$ cat config.mk
export PLATFORM = sky130hd
export DESIGN_NAME = swc_sleep_ctrl
export DESIGN_NICKNAME = d
export VERILOG_FILES = /design/src/hw/swc_pkg.sv /design/src/hw/swc_ost_timer.sv /design/src/hw/swc_sleep_ctrl.sv
export SDC_FILE = /design/constraint.sdc
export NUM_CORES = 1
export LEC_CHECK = 0
export ABC_AREA = 1
export BUFFER_PORTS_ARGS = -buffer_cell sky130_fd_sc_hd__buf_2
export CORE_ASPECT_RATIO = 0.5
export CORE_MARGIN = 2
export CORE_UTILIZATION = 43
export DETAILED_ROUTE_END_ITERATION = 10
export GPL_ROUTABILITY_DRIVEN = 0
export PLACE_DENSITY = 0.77
export RECOVER_POWER = 50
export SETUP_SLACK_MARGIN = 0.15
export SYNTH_ARGS = -nofsm -noshare
export SYNTH_HDL_FRONTEND = slang
export SYNTH_SLANG_ARGS = --single-unit
$ cat constraint.sdc
create_clock -name i_clock -period 1.4 [get_ports i_clock]
set_input_delay 0.21 -clock i_clock [delete_from_list [all_inputs] [get_ports i_clock]]
set_output_delay 0.21 -clock i_clock [all_outputs]
set_load 0.01 [all_outputs]
$ cat src/hw/swc_pkg.sv
// Purpose: shared constants and types for the sleep and wake controller
// Assumes: 25 MHz core clock
// Notes: register offsets are byte addresses on a 32-bit Avalon-MM slave
package swc_pkg;

  // ---------------------------------------------------------------
  // Register map
  // ---------------------------------------------------------------
  localparam logic [3:0] ADDR_CTRL = 4'h0;    // Control: watchdog enable, oscillator mode
  localparam logic [3:0] ADDR_STATUS = 4'h4;  // Status: flags, state, wake cause
  localparam logic [3:0] ADDR_INT_EN = 4'h8;  // Per-source wake enables

  // ---------------------------------------------------------------
  // Field positions
  // ---------------------------------------------------------------
  localparam int CTRL_WDT_EN_BIT = 0;
  localparam int CTRL_XTAL_BIT = 1;
  localparam int NUM_WAKE_SRC = 7;
  localparam logic [12:0] INT_VECTOR = 13'h0004;

  // ---------------------------------------------------------------
  // Reset values and timing
  // ---------------------------------------------------------------
  localparam logic [1:0] CTRL_RESET = 2'h0;
  localparam logic [6:0] INT_EN_RESET = 7'h00;
  localparam int OST_PERIODS = 1024;          // Oscillator start-up in oscillator periods
  localparam int OST_CYCLES = OST_PERIODS;    // One core clock per oscillator period
  localparam logic [10:0] OST_LAST = 11'(OST_CYCLES - 1);

  // Controller states
  typedef enum logic [2:0] {
    ST_RUN,
    ST_SLEEP,
    ST_OST,
    ST_RESUME
  } swc_state_type;

  // Wake causes
  typedef enum logic [1:0] {
    WAKE_NONE,
    WAKE_WDT,
    WAKE_INT
  } swc_cause_type;

endpackage

$ cat src/hw/swc_ost_timer.sv
// Purpose: oscillator start-up counter for the sleep and wake controller
// Assumes: start is a one-cycle pulse
// Notes: done pulses once, OST_CYCLES cycles after start
`timescale 1ns/10ps
module swc_ost_timer (
  // Clock and reset
  input wire logic i_clock,
  input wire logic i_rstn,
  // Control
  input wire logic i_start,
  output logic o_done
);

  logic [10:0] count_q;
  logic busy_q;

  // Count oscillator periods until the crystal is deemed stable
  always_ff @(posedge i_clock or negedge i_rstn) begin
    if (!i_rstn) begin
      count_q <= 11'h000;
      busy_q <= 1'b0;
      o_done <= 1'b0;
    end else begin
      o_done <= 1'b0;
      if (i_start) begin
        count_q <= 11'h000;
        busy_q <= 1'b1;
      end else if (busy_q) begin
        if (count_q == swc_pkg::OST_LAST) begin
          busy_q <= 1'b0;
          o_done <= 1'b1;
        end else begin
          count_q <= count_q + 11'h001;
        end
      end
    end
  end

endmodule

$ cat src/hw/swc_sleep_ctrl.sv
// Purpose: power-down entry and wake control for a small microcontroller core
// Assumes: core presents a one-cycle halt strobe; flags are synchronous inputs
// Notes: registers reached over Avalon-MM; reads answer one cycle after request
//
// Summary of operation
// - Power-down is entered only on the core's halt instruction.
// - With watchdog enabled, entry clears its count and keeps it running.
// - Completed entry clears power-down flag and sets time-out flag.
// - Main oscillator driver off in power-down; timer oscillator untouched.
// - I/O ports hold their prior drive state during power-down.
// - A watchdog reset never drives the master clear pin low.
// - Master clear wake performs a full device reset.
// - Watchdog or interrupt wake resumes execution, no reset.
// - Power-down flag set on power-up; time-out flag cleared on watchdog wake.
// - Only the listed asynchronous-capable interrupt sources may wake.
// - No other peripheral raises a wake interrupt in power-down.
// - During halt the core prefetches the instruction at PC plus one.
// - Interrupt wakes only if its own enable is set, ignoring global enable.
// - Global enable clear: continue with instruction after halt.
// - Global enable set: run next instruction then branch to handler.
// - Watchdog cleared on every wake from power-down.
// - Pending enabled flag before halt makes halt a no-operation.
// - Flag rising during or after halt: complete entry then wake at once.
// - Interrupt wake with global enable branches to the fixed vector.
// - Crystal modes wait 1024 oscillator periods on wake; others skip.
//
// Added by the designer: the register addresses and the Avalon-MM slave port.
`timescale 1ns/10ps
module swc_sleep_ctrl (
  // Clock and reset
  input wire logic i_clock,
  input wire logic i_rstn,
  // Power-on indication: high for the first cycle after power-up
  input wire logic i_power_on,
  // Core interface
  input wire logic i_halt,
  input wire logic i_global_int_enable,
  input wire logic [12:0] i_pc,
  // Wake sources: timer_one, serial rx, converter, pin change, ext int,
  // capture units, sync_serial_port slave
  input wire logic [6:0] i_int_flags,
  input wire logic i_watchdog_timeout,
  input wire logic i_master_clear_pin,
  // I/O drive state from the port logic
  input wire logic [7:0] i_port_out,
  input wire logic [7:0] i_port_oe,
  // Avalon-MM slave
  input wire logic [3:0] avs_address,
  input wire logic avs_read,
  input wire logic avs_write,
  input wire logic [31:0] avs_writedata,
  output logic [31:0] avs_readdata,
  output logic avs_waitrequest,
  // Core control
  output logic o_core_stall,
  output logic o_prefetch_en,
  output logic [12:0] o_prefetch_addr,
  output logic o_vector_req,
  output logic [12:0] o_vector_addr,
  output logic o_device_reset,
  // Clock and watchdog control
  output logic o_osc_driver_en,
  output logic o_watchdog_clear,
  // I/O hold
  output logic [7:0] o_port_out,
  output logic [7:0] o_port_oe,
  // Status
  output logic o_power_down_flag,
  output logic o_timeout_flag
);

  // ---------------------------------------------------------------
  // Registers and state
  // ---------------------------------------------------------------
  swc_pkg::swc_state_type state_q;
  swc_pkg::swc_cause_type cause_q;
  logic [1:0] ctrl_q;
  logic [6:0] int_en_q;
  logic ack_q;
  logic ost_start;
  logic ost_done;
  logic pend_int;
  logic wake_evt;
  logic wd_en;
  logic xtal;

  // Decide whether any enabled source is flagged; global enable is ignored
  function automatic logic any_pending(input logic [6:0] flags, input logic [6:0] en);
    any_pending = |(flags & en);
  endfunction

  assign wd_en = ctrl_q[swc_pkg::CTRL_WDT_EN_BIT];
  assign xtal = ctrl_q[swc_pkg::CTRL_XTAL_BIT];
  assign pend_int = any_pending(i_int_flags, int_en_q);
  assign wake_evt = pend_int || (wd_en && i_watchdog_timeout);
  assign ost_start = (state_q == swc_pkg::ST_SLEEP) && wake_evt && xtal;

  // ---------------------------------------------------------------
  // Bus slave
  // ---------------------------------------------------------------
  // Every access stalls one cycle, so read data comes from a flop
  always_ff @(posedge i_clock or negedge i_rstn) begin
    if (!i_rstn) begin
      ack_q <= 1'b0;
    end else begin
      ack_q <= (avs_read || avs_write) && !ack_q;
    end
  end

  always_comb begin
    avs_waitrequest = (avs_read || avs_write) && !ack_q;
  end

  // Writable control and enable registers
  always_ff @(posedge i_clock or negedge i_rstn) begin
    if (!i_rstn) begin
      ctrl_q <= swc_pkg::CTRL_RESET;
      int_en_q <= swc_pkg::INT_EN_RESET;
    end else if (avs_write && ack_q) begin
      if (avs_address == swc_pkg::ADDR_CTRL) begin
        ctrl_q <= avs_writedata[1:0];
      end else if (avs_address == swc_pkg::ADDR_INT_EN) begin
        int_en_q <= avs_writedata[6:0];
      end
    end
  end

  // Read data; unmapped addresses read zero
  always_ff @(posedge i_clock or negedge i_rstn) begin
    if (!i_rstn) begin
      avs_readdata <= 32'h0000_0000;
    end else if (avs_read && !ack_q) begin
      if (avs_address == swc_pkg::ADDR_CTRL) begin
        avs_readdata <= {30'h0, ctrl_q};
      end else if (avs_address == swc_pkg::ADDR_STATUS) begin
        avs_readdata <= {25'h0, cause_q, state_q, o_timeout_flag, o_power_down_flag};
      end else if (avs_address == swc_pkg::ADDR_INT_EN) begin
        avs_readdata <= {25'h0, int_en_q};
      end else begin
        avs_readdata <= 32'h0000_0000;
      end
    end
  end

  // ---------------------------------------------------------------
  // Start-up timer
  // ---------------------------------------------------------------
  swc_ost_timer u_ost (
    .i_clock(i_clock),
    .i_rstn(i_rstn),
    .i_start(ost_start),
    .o_done(ost_done)
  );

  // ---------------------------------------------------------------
  // Sleep state machine
  // ---------------------------------------------------------------
  // A master clear wake is a reset, not a state transition here
  always_ff @(posedge i_clock or negedge i_rstn) begin
    if (!i_rstn) begin
      state_q <= swc_pkg::ST_RUN;
      cause_q <= swc_pkg::WAKE_NONE;
    end else begin
      case (state_q)
        swc_pkg::ST_RUN: begin
          // halt only; pending makes halt a no-op
          if (i_halt && !pend_int) begin
            state_q <= swc_pkg::ST_SLEEP;
            cause_q <= swc_pkg::WAKE_NONE;
          end
        end
        swc_pkg::ST_SLEEP: begin
          // stay asleep; wake at once if flag rose
          if (wake_evt) begin
            cause_q <= pend_int ? swc_pkg::WAKE_INT : swc_pkg::WAKE_WDT;
            state_q <= xtal ? swc_pkg::ST_OST : swc_pkg::ST_RESUME;
          end
        end
        swc_pkg::ST_OST: begin
          if (ost_done) begin
            state_q <= swc_pkg::ST_RESUME;
          end
        end
        swc_pkg::ST_RESUME: begin
          state_q <= swc_pkg::ST_RUN;
        end
        default: begin
          state_q <= swc_pkg::ST_RUN;
        end
      endcase
    end
  end

  // ---------------------------------------------------------------
  // Status flags
  // ---------------------------------------------------------------
  // Power-down flag: set at power-up, cleared on completed entry
  always_ff @(posedge i_clock or negedge i_rstn) begin
    if (!i_rstn) begin
      o_power_down_flag <= 1'b1;
      o_timeout_flag <= 1'b1;
    end else if (i_power_on) begin
      o_power_down_flag <= 1'b1;
      o_timeout_flag <= 1'b1;
    end else if (state_q == swc_pkg::ST_RUN && i_halt && !pend_int) begin
      o_power_down_flag <= 1'b0;
      o_timeout_flag <= 1'b1;
    end else if (state_q == swc_pkg::ST_SLEEP && !pend_int && wd_en && i_watchdog_timeout) begin
      o_timeout_flag <= 1'b0;
    end
  end

  // ---------------------------------------------------------------
  // Core, oscillator and watchdog control
  // ---------------------------------------------------------------
  always_ff @(posedge i_clock or negedge i_rstn) begin
    if (!i_rstn) begin
      o_core_stall <= 1'b0;
      o_osc_driver_en <= 1'b1;
      o_watchdog_clear <= 1'b0;
      o_prefetch_en <= 1'b0;
      o_prefetch_addr <= 13'h0000;
      o_vector_req <= 1'b0;
      o_vector_addr <= 13'h0000;
      o_device_reset <= 1'b0;
    end else begin
      o_watchdog_clear <= 1'b0;
      o_prefetch_en <= 1'b0;
      o_vector_req <= 1'b0;
      // master clear low in any state but ST_RUN resets; otherwise reset held low
      o_device_reset <= (state_q != swc_pkg::ST_RUN) && !i_master_clear_pin;
      if (state_q == swc_pkg::ST_RUN && i_halt) begin
        o_prefetch_en <= 1'b1;
        o_prefetch_addr <= i_pc + 13'h0001;
      end
      if (state_q == swc_pkg::ST_RUN && i_halt && !pend_int) begin
        o_watchdog_clear <= wd_en;
        o_core_stall <= 1'b1;
        o_osc_driver_en <= 1'b0;
      end else if (state_q == swc_pkg::ST_SLEEP && wake_evt) begin
        o_watchdog_clear <= 1'b1;
        o_osc_driver_en <= 1'b1;
      end else if (state_q == swc_pkg::ST_RESUME) begin
        // continue in line; vector after next instruction
        o_core_stall <= 1'b0;
        o_vector_req <= (cause_q == swc_pkg::WAKE_INT) && i_global_int_enable;
        o_vector_addr <= swc_pkg::INT_VECTOR;
      end
    end
  end

  // hold port drive state while asleep
  always_ff @(posedge i_clock or negedge i_rstn) begin
    if (!i_rstn) begin
      o_port_out <= 8'h00;
      o_port_oe <= 8'h00;
    end else if (state_q == swc_pkg::ST_RUN) begin
      o_port_out <= i_port_out;
      o_port_oe <= i_port_oe;
    end
  end
  // no master clear drive: this block has no master clear output

  // ---------------------------------------------------------------
  // Checks
  // ---------------------------------------------------------------
  AST_ENTRY_ONLY_HALT: assert property (@(posedge i_clock) disable iff (!i_rstn)
    (state_q == swc_pkg::ST_RUN && !i_halt) |=> state_q == swc_pkg::ST_RUN)
    else $error("sleep entered without halt");
  AST_NOP_HALT: assert property (@(posedge i_clock) disable iff (!i_rstn)
    (state_q == swc_pkg::ST_RUN && i_halt && pend_int && !i_power_on)
    |=> ($stable(o_power_down_flag) && !o_watchdog_clear))
    else $error("no-op halt changed state");
  AST_ENTRY_FLAGS: assert property (@(posedge i_clock) disable iff (!i_rstn)
    (state_q == swc_pkg::ST_RUN && i_halt && !pend_int && !i_power_on)
    |=> (!o_power_down_flag && o_timeout_flag && o_core_stall))
    else $error("entry flags wrong");
  AST_OSC_OFF: assert property (@(posedge i_clock) disable iff (!i_rstn)
    (state_q == swc_pkg::ST_SLEEP) |-> !o_osc_driver_en)
    else $error("oscillator on in sleep");
  AST_PORT_HOLD: assert property (@(posedge i_clock) disable iff (!i_rstn)
    (state_q == swc_pkg::ST_SLEEP && $past(state_q) == swc_pkg::ST_SLEEP)
    |-> $stable(o_port_oe) && $stable(o_port_out))
    else $error("port drive changed in sleep");
  AST_WAKE_CLEAR: assert property (@(posedge i_clock) disable iff (!i_rstn)
    (state_q == swc_pkg::ST_SLEEP && wake_evt) |=> o_watchdog_clear)
    else $error("watchdog not cleared on wake");
  AST_PREFETCH: assert property (@(posedge i_clock) disable iff (!i_rstn)
    (state_q == swc_pkg::ST_RUN && i_halt) |=> (o_prefetch_en && o_prefetch_addr == $past(i_pc) + 13'h0001))
    else $error("prefetch address wrong");
  AST_STAY_ASLEEP: assert property (@(posedge i_clock) disable iff (!i_rstn)
    (state_q == swc_pkg::ST_SLEEP && !wake_evt) |=> state_q == swc_pkg::ST_SLEEP)
    else $error("left sleep without wake");
  AST_OST_WAIT: assert property (@(posedge i_clock) disable iff (!i_rstn)
    ost_start |=> (state_q == swc_pkg::ST_OST)[*8])
    else $error("start-up delay skipped");
  AST_VECTOR: assert property (@(posedge i_clock) disable iff (!i_rstn)
    o_vector_req |-> o_vector_addr == swc_pkg::INT_VECTOR && !o_core_stall)
    else $error("vector wrong");
  COV_INT_WAKE: cover property (@(posedge i_clock) disable iff (!i_rstn)
    state_q == swc_pkg::ST_SLEEP ##1 state_q == swc_pkg::ST_RESUME);
  COV_OST: cover property (@(posedge i_clock) disable iff (!i_rstn) ost_done);
  COV_VECTOR: cover property (@(posedge i_clock) disable iff (!i_rstn) o_vector_req);

endmodule

# Word level (Yosys, flattened, before mapping)
# Cells that the tools add are included.
# totals
elab_cells	112
output_inout_bits	83
mem_bits_rw	0
in_bits	81
reg_bits	98
mem_bits_ro	0
latch_bits	0
mem_count	0
# classes
eq_ne	12
n_bitwise	4
n_reduce_logical	36
mux	37
add_sub_neg	2
multipliers	0
order_cmp	0
shifts	0
div_mod_pow	0
# op_table
cell	n
2-to-1 mux 11 bit	3
2-to-1 mux 1 bit	23
2-to-1 mux 7 bit	3
logical AND 1 bit	14
adder 13 x 1 -> 13 bit (second input constant)	1
AND reduction 3 bit	4
adder 11 x 1 -> 11 bit (second input constant)	1
== test 11 x 10 -> 1 bit (second input constant)	1
nonzero test 2 bit	5
2-to-1 mux 3 bit	3
case mux 3 bit (3 select lines)	1
bitwise AND 7 bit	1
OR reduction 7 bit	1
== test 3 x 2 -> 1 bit (second input constant)	2
2-to-1 mux 2 bit	3
!= test 2 bit (second input constant)	3
AND reduction 2 bit	3
nonzero test 3 bit	2
== test 4 x 3 -> 1 bit (second input constant)	1
== test 4 bit (second input constant)	1
zero test 4 bit	1
!= test 2 x 1 -> 1 bit (second input constant)	2
case mux 2 bit (2 select lines)	1
== test 3 x 1 -> 1 bit (second input constant)	1
other kinds (5)	10

# Depth between registers and ports, before layout
# depth
word_depth	9
ltp_mapped	9
depth_no_buf	9

# Hierarchy
# Synthesis repeated with hierarchy kept, for this count alone.
# hier_totals
hier_cells	472
hier_area_um2	3767.4
# modules_own_cells
mod	area_per_inst_um2	n_inst	cells_per_inst	seq_area_each_um2
swc_sleep_ctrl	3026.7	1	374	1480.2
swc_ost_timer	740.7	1	98	325.3

# Worst setup path before layout
# Ideal clock, no wire load.
# synth_timing
kind	register to register
startpoint	register state_q[0]
endpoint	register cause_q[1]
setup_ps	117
stages_incl_launch_ff	10
required_time_ps	1283
n_path_buf	0
slack_ps	-26
period_less_slack_ps	1426
t_arrival_ps	1309
cell_sequence	dfrtp_1 > inv_1 > ha_1 > nand2_1 > inv_1 > nand3_1 > o21ai_1 > nand2_1 > nand2_1 > nand2_1
# synth_via
elab_chain_len	3
elab_cells_between_ends	7
classes_between	3 x eq/ne; 1 x mux; 3 x reduce/logical
# synth_rtl
item	line_no	text
start, declared	swc_sleep_ctrl.sv:75	swc_pkg::swc_state_type state_q;
start signal, assigned	swc_sleep_ctrl.sv:161	state_q <= swc_pkg::ST_RUN;
start signal, assigned	swc_sleep_ctrl.sv:168	state_q <= swc_pkg::ST_SLEEP;
start signal, assigned	swc_sleep_ctrl.sv:176	state_q <= xtal ? swc_pkg::ST_OST : swc_pkg::ST_RESUME;
== test 3 x 1 -> 1 bit or zero test 3 bit (tied branches)	swc_sleep_ctrl.sv:164	case (state_q)
!= test 2 bit (no line) or nonzero test 2 bit (tied branches)	n/a	
AND reduction 3 bit (no line)	n/a	
end signal, assigned	swc_sleep_ctrl.sv:162	cause_q <= swc_pkg::WAKE_NONE;
end signal, assigned	swc_sleep_ctrl.sv:169	cause_q <= swc_pkg::WAKE_NONE;
end signal, assigned	swc_sleep_ctrl.sv:175	cause_q <= pend_int ? swc_pkg::WAKE_INT : swc_pkg::WAKE_WDT;
end, declared	swc_sleep_ctrl.sv:76	swc_pkg::swc_cause_type cause_q;
# Parallel ways exist; a longest one is shown, timed or not.
# A chain may end at the register's enable or synchronous reset.

# Worst setup path in the final report
# layout_timing
startpoint	register int_en_q[6]
endpoint	register cause_q[0]
# layout_via
elab_chain_len	6
elab_cells_between_ends	11
classes_between	2 x eq/ne; 3 x mux; 1 x bitwise; 5 x reduce/logical
# layout_rtl
item	line_no	text
start, declared	swc_sleep_ctrl.sv:78	logic [6:0] int_en_q;
start signal, assigned	swc_sleep_ctrl.sv:118	int_en_q <= swc_pkg::INT_EN_RESET;
start signal, assigned	swc_sleep_ctrl.sv:123	int_en_q <= avs_writedata[6:0];
bitwise AND 7 bit *	swc_sleep_ctrl.sv:89	any_pending = |(flags & en);
OR reduction 7 bit *	swc_sleep_ctrl.sv:89	
zero test 1 bit	swc_sleep_ctrl.sv:167	if (i_halt && !pend_int) begin
logical AND 1 bit	swc_sleep_ctrl.sv:167	
!= test 2 bit (no line)	n/a	
AND reduction 3 bit (no line)	n/a	
# Mark *: on every way between the ends. The rest lies on a longest branch, timed or not. The select of a mux whose other input is x is not followed.

==> flow_summary_export.csv <==
group,metric,value,unit
sta,unrepaired_setup_endpoints_after_global_routing,"true",
placed_design,detailedPlacementHpwl,6130,um
setup_path,critical_path_buf_inv_count,2,
clocking,clk_root_buffer_cell,"clkbuf_16",
sta,fmax,0.708,GHz
setup_path,setup.worst_path.end,"cause_q[0]",
grt,grt_start_max_net_pins,73,
setup_path,r2r_cells,9,
yosys,synth_simple_gate_area_share,28.4,%
pwr,ir_drop,855,uV
sta,tightest_slew,0.665,ns
setup_path,cp-startpoint,"int_en_q[6]",
setup_path,timing.critical_path.slowest_cell_delay,0.39,ns
grt,grt_antenna_before_repair,0,
setup_path,path_cells,"nand2_1, nand2_2, nor2_4, buf_6, buf_4, nand2_2, nor2_1, nand3_1, nand2_1",
grt,grt_first_pass_wirelength,15400,um
sta,finalMaxSlewViolations,0,
sta,post-route-worst-setup-slack,-0.0119,ns
finish,num-fill-cells,698,
clocking,worst_skew_pair.late_latency,0.34,ns
finish,drive_above_1_share,39.4,%
clocking,tritoncts,"built",
setup_path,reg2reg_slack,-0.01,ns
die,row_count,24,
finish,mostFrequentLayoutCell,"nand2_1",
die,die_area,0.00964,mm2
finish,seq_area,0.00181,mm2
drt,vias_per_cell,5.05,
drt,drt_first_pass_iters,5,
pwr,power_density,1910,mW/mm2
yosys,synth_xor_xnor_area_share,0.923,%
sta,finalHoldViolCount,0,
yosys,cell_area_after_technology_mapping,0.00379,mm2
setup_path,crit-reg2reg-capture,"cause_q[0]",
drt,route.met2.wl,5420,um
setup_path,critPathTopFamily,"simple AND/OR/NAND/NOR gates",
pwr,p_leak,2.92,nW
die,horiz_die_dim,137,um
clocking,cts_buffer_count,9,
clocking,path_clk_slew,0.06,ns
clocking,htreeDepth,3,
yosys,yosys.area_share.adder,2.31,%
setup_path,cp-start-kind,"flip-flop",
sta,timing.clock.skew,0.00570,ns
drt,maxUsedRoutingLayer,"met4",
drt,number_of_design_rule_violations_left_by_the_first_detailed_router_iteration,269,
die,die-height,70.4,um
drt,avgRoutedWirePerCell,14.5,um
placed_design,detailedPlace.worstSlack,-0.0267,ns
yosys,ys.warnings.count,0,
setup_path,r2r_start,"int_en_q[6]",
drt,drtAntennaViolNets,0,
die,core,0.00865,mm2
setup_path,critPathArrivalTime,1.69,ns
setup_path,slowest_stage,"dfrtp_1",
grt,grt_overflow_total,0,
die,floorplan.initialDensity,43.9,%
min_path,holdCritPathClass,"input pin to flip-flop",
yosys,synthesis.area_per_instance,8.01,um2
clocking,clock_tree.buffer_depth,2,
drt,routed_wire_length,10900,um
sta,finalSetupViolations,1,
setup_path,timing.critical_path.required,1.67,ns
drt,drc,0,
drt,detailroute.via_count,3769,
yosys,synthMuxAreaShare,1.09,%
clocking,clkSinkCount,72,
setup_path,crit_path_kind,"flip-flop to flip-flop",
finish,nets,713,
yosys,yosys.cell_types.count,35,
yosys,synthCells,474,
setup_path,cp_num_cells,9,
sta,timing.hold.ws,0.0173,ns
grt,globalRouteTotalUtil,20.4,%
finish,antennaDiodeCount,0,
outcome,violations,"negative setup slack",
job,cap_violations,0,
setup_path,critical_path.max_fanout,3,
drt,met3_length,707,um
sta,min_period_over_period,101,%
grt,via_count_of_the_first_global_routing_pass,3327,
yosys,ys_seq_elements,72,
outcome,result_of_the_run,"finished, violations left",
setup_path,critical_path.endpoint_type,"flip-flop",
finish,area_delta_synth_final,42.8,%
yosys,synth_compound_area_share,5.84,%
finish,multi_input_comb_area,0.00198,mm2
finish,layout.cells.most_common_list,"nand2_1, buf_2, dfrtp_1",
sta,timing.max_slew.rel_slack,55.7,%
drt,detailed_routing_wirelength_on_met1,4330,um
placed_design,port_buffers,101,
die,top_level_ports,164,
yosys,synth_top_family_by_area,"simple AND/OR/NAND/NOR gates",
sta,post-route-min-period,1.41,ns
yosys,synth_seq_area_share,47.6,%
==> per-stage QoR <==
| stage | total power, mW | TNS [ns] | std cells | util (%) | instance area [um2] |
|---|---|---|---|---|---|
| final | 10.3 | -0.0119 | 747 | 62.7 | 5420 |
| after global routing | 10.9 | -0.640 | 747 | 62.7 | 5420 |
| after detailed placement | 6.60 | -0.0567 | 703 | 52.0 | 4490 |
| after CTS | 9.25 | 0 | 732 | 57.7 | 4990 |
| after global placement | 6.48 | 0 | 703 | 52.0 | 4490 |
| after floorplan | 5.35 | 0 | 510 | - | 3990 |
==> how the worst min path moves through the flow <==
stage                     depth (start not counted)                   to                from  slack, ns
after detailed placement                          2  o_prefetch_addr[10]              i_rstn       0.27
after global placement                            2  o_prefetch_addr[10]              i_rstn       0.27
after global routing                              2       o_device_reset  i_master_clear_pin       0.01
after CTS                                         2       o_device_reset  i_master_clear_pin      0.008
final                                             2       o_device_reset  i_master_clear_pin       0.02
after floorplan                                   0                ack_q              i_rstn      -0.09
==> synthesized netlist by cell type (all sizes together) <==
library cell  instances  area (um2)
a21oi                 8        43.8
clkinv                2        7.51
nor2                 38         165
buf                  42         310
a31oi                 4        25.0
o21ai                25         125
ha                    7        87.6
xor2                  4        35.0
nand3b                2        15.0
o21bai                1        7.51
o22ai                 2        12.5
nand4                12        75.1
nor3                  8        40.0
nand2               156         598
inv                  52         195
clkbuf                3        11.3
mux2                  3        41.3
dfrtp                69        1730
dfstp                 3        78.8
a21o                  1        7.51
nand3                31         183
conb                  1        3.75
==> area by class of cell <==
cell class | count | share of cell area (%)
Inverter | 54 | 4.25
Multi-Input combinational cell | 340 | 36.6
Timing Repair Buffer | 148 | 17.8
Tap cell | 117 | 2.70
Sequential cell | 72 | 33.3
Clock inverter | 6 | 1.11
Clock buffer | 10 | 4.23
==> cell families after synthesis <==
group	count (synthesis)
adders and majority gates	7
xor gates and xnor gates	4
other	1
AOI/OAI and AO/OA	41
muxes	3
DFF	72
buffers and inverters	99
and+or+nand+nor	247
==> sequential cells by signal, summed over array words and instances (netlist names) <==
register           cells
o_prefetch_en          1
o_watchdog_clear       1
u_ost.o_done           1
o_port_out             8
ack_q                  1
o_core_stall           1
u_ost.count_q         11
ctrl_q                 2
o_vector_req           1
avs_readdata           7
o_device_reset         1
cause_q                2
state_q                2
o_power_down_flag      1
o_port_oe              8
o_vector_addr          1
u_ost.busy_q           1
o_timeout_flag         1
o_osc_driver_en        1
o_prefetch_addr       13
int_en_q               7
==> where the power goes <==
group,internal (mW),switching (mW),leakage (nW)
Combinational,2.08,2.60,1.90
Sequential,2.83,0.571,0.886
Clock,1.37,0.886,0.138
Total,6.29,4.06,2.92
==> timing repair <==
action / CTS / global route
endpoints found under the hold margin: 69 / 0
setup endpoints to repair: 44 / 49
buffers inserted: 10 / 14
pin swaps: 21 / 29
cloned: 2 / 1
hold buffers: 1 / 0
resized for setup: 27 / 94
==> per-layer routing <==
layer  global-route usage, %  vias to the layer above
met3                    6.17                       47
met5                       0                        -
met4                    5.61                        0
li1                        -                     1732
met1                    24.7                     1804
met2                    35.4                      186
==> worst register-to-register path, delay by kind of cell, from the launching register on <==
family / cells / cell delay (ns)
flip-flops: 1 / 0.39
buffers and inverters: 2 / 0.26
AND/OR/NAND/NOR: 7 / 0.70
Power figures use the tool's default switching activity.
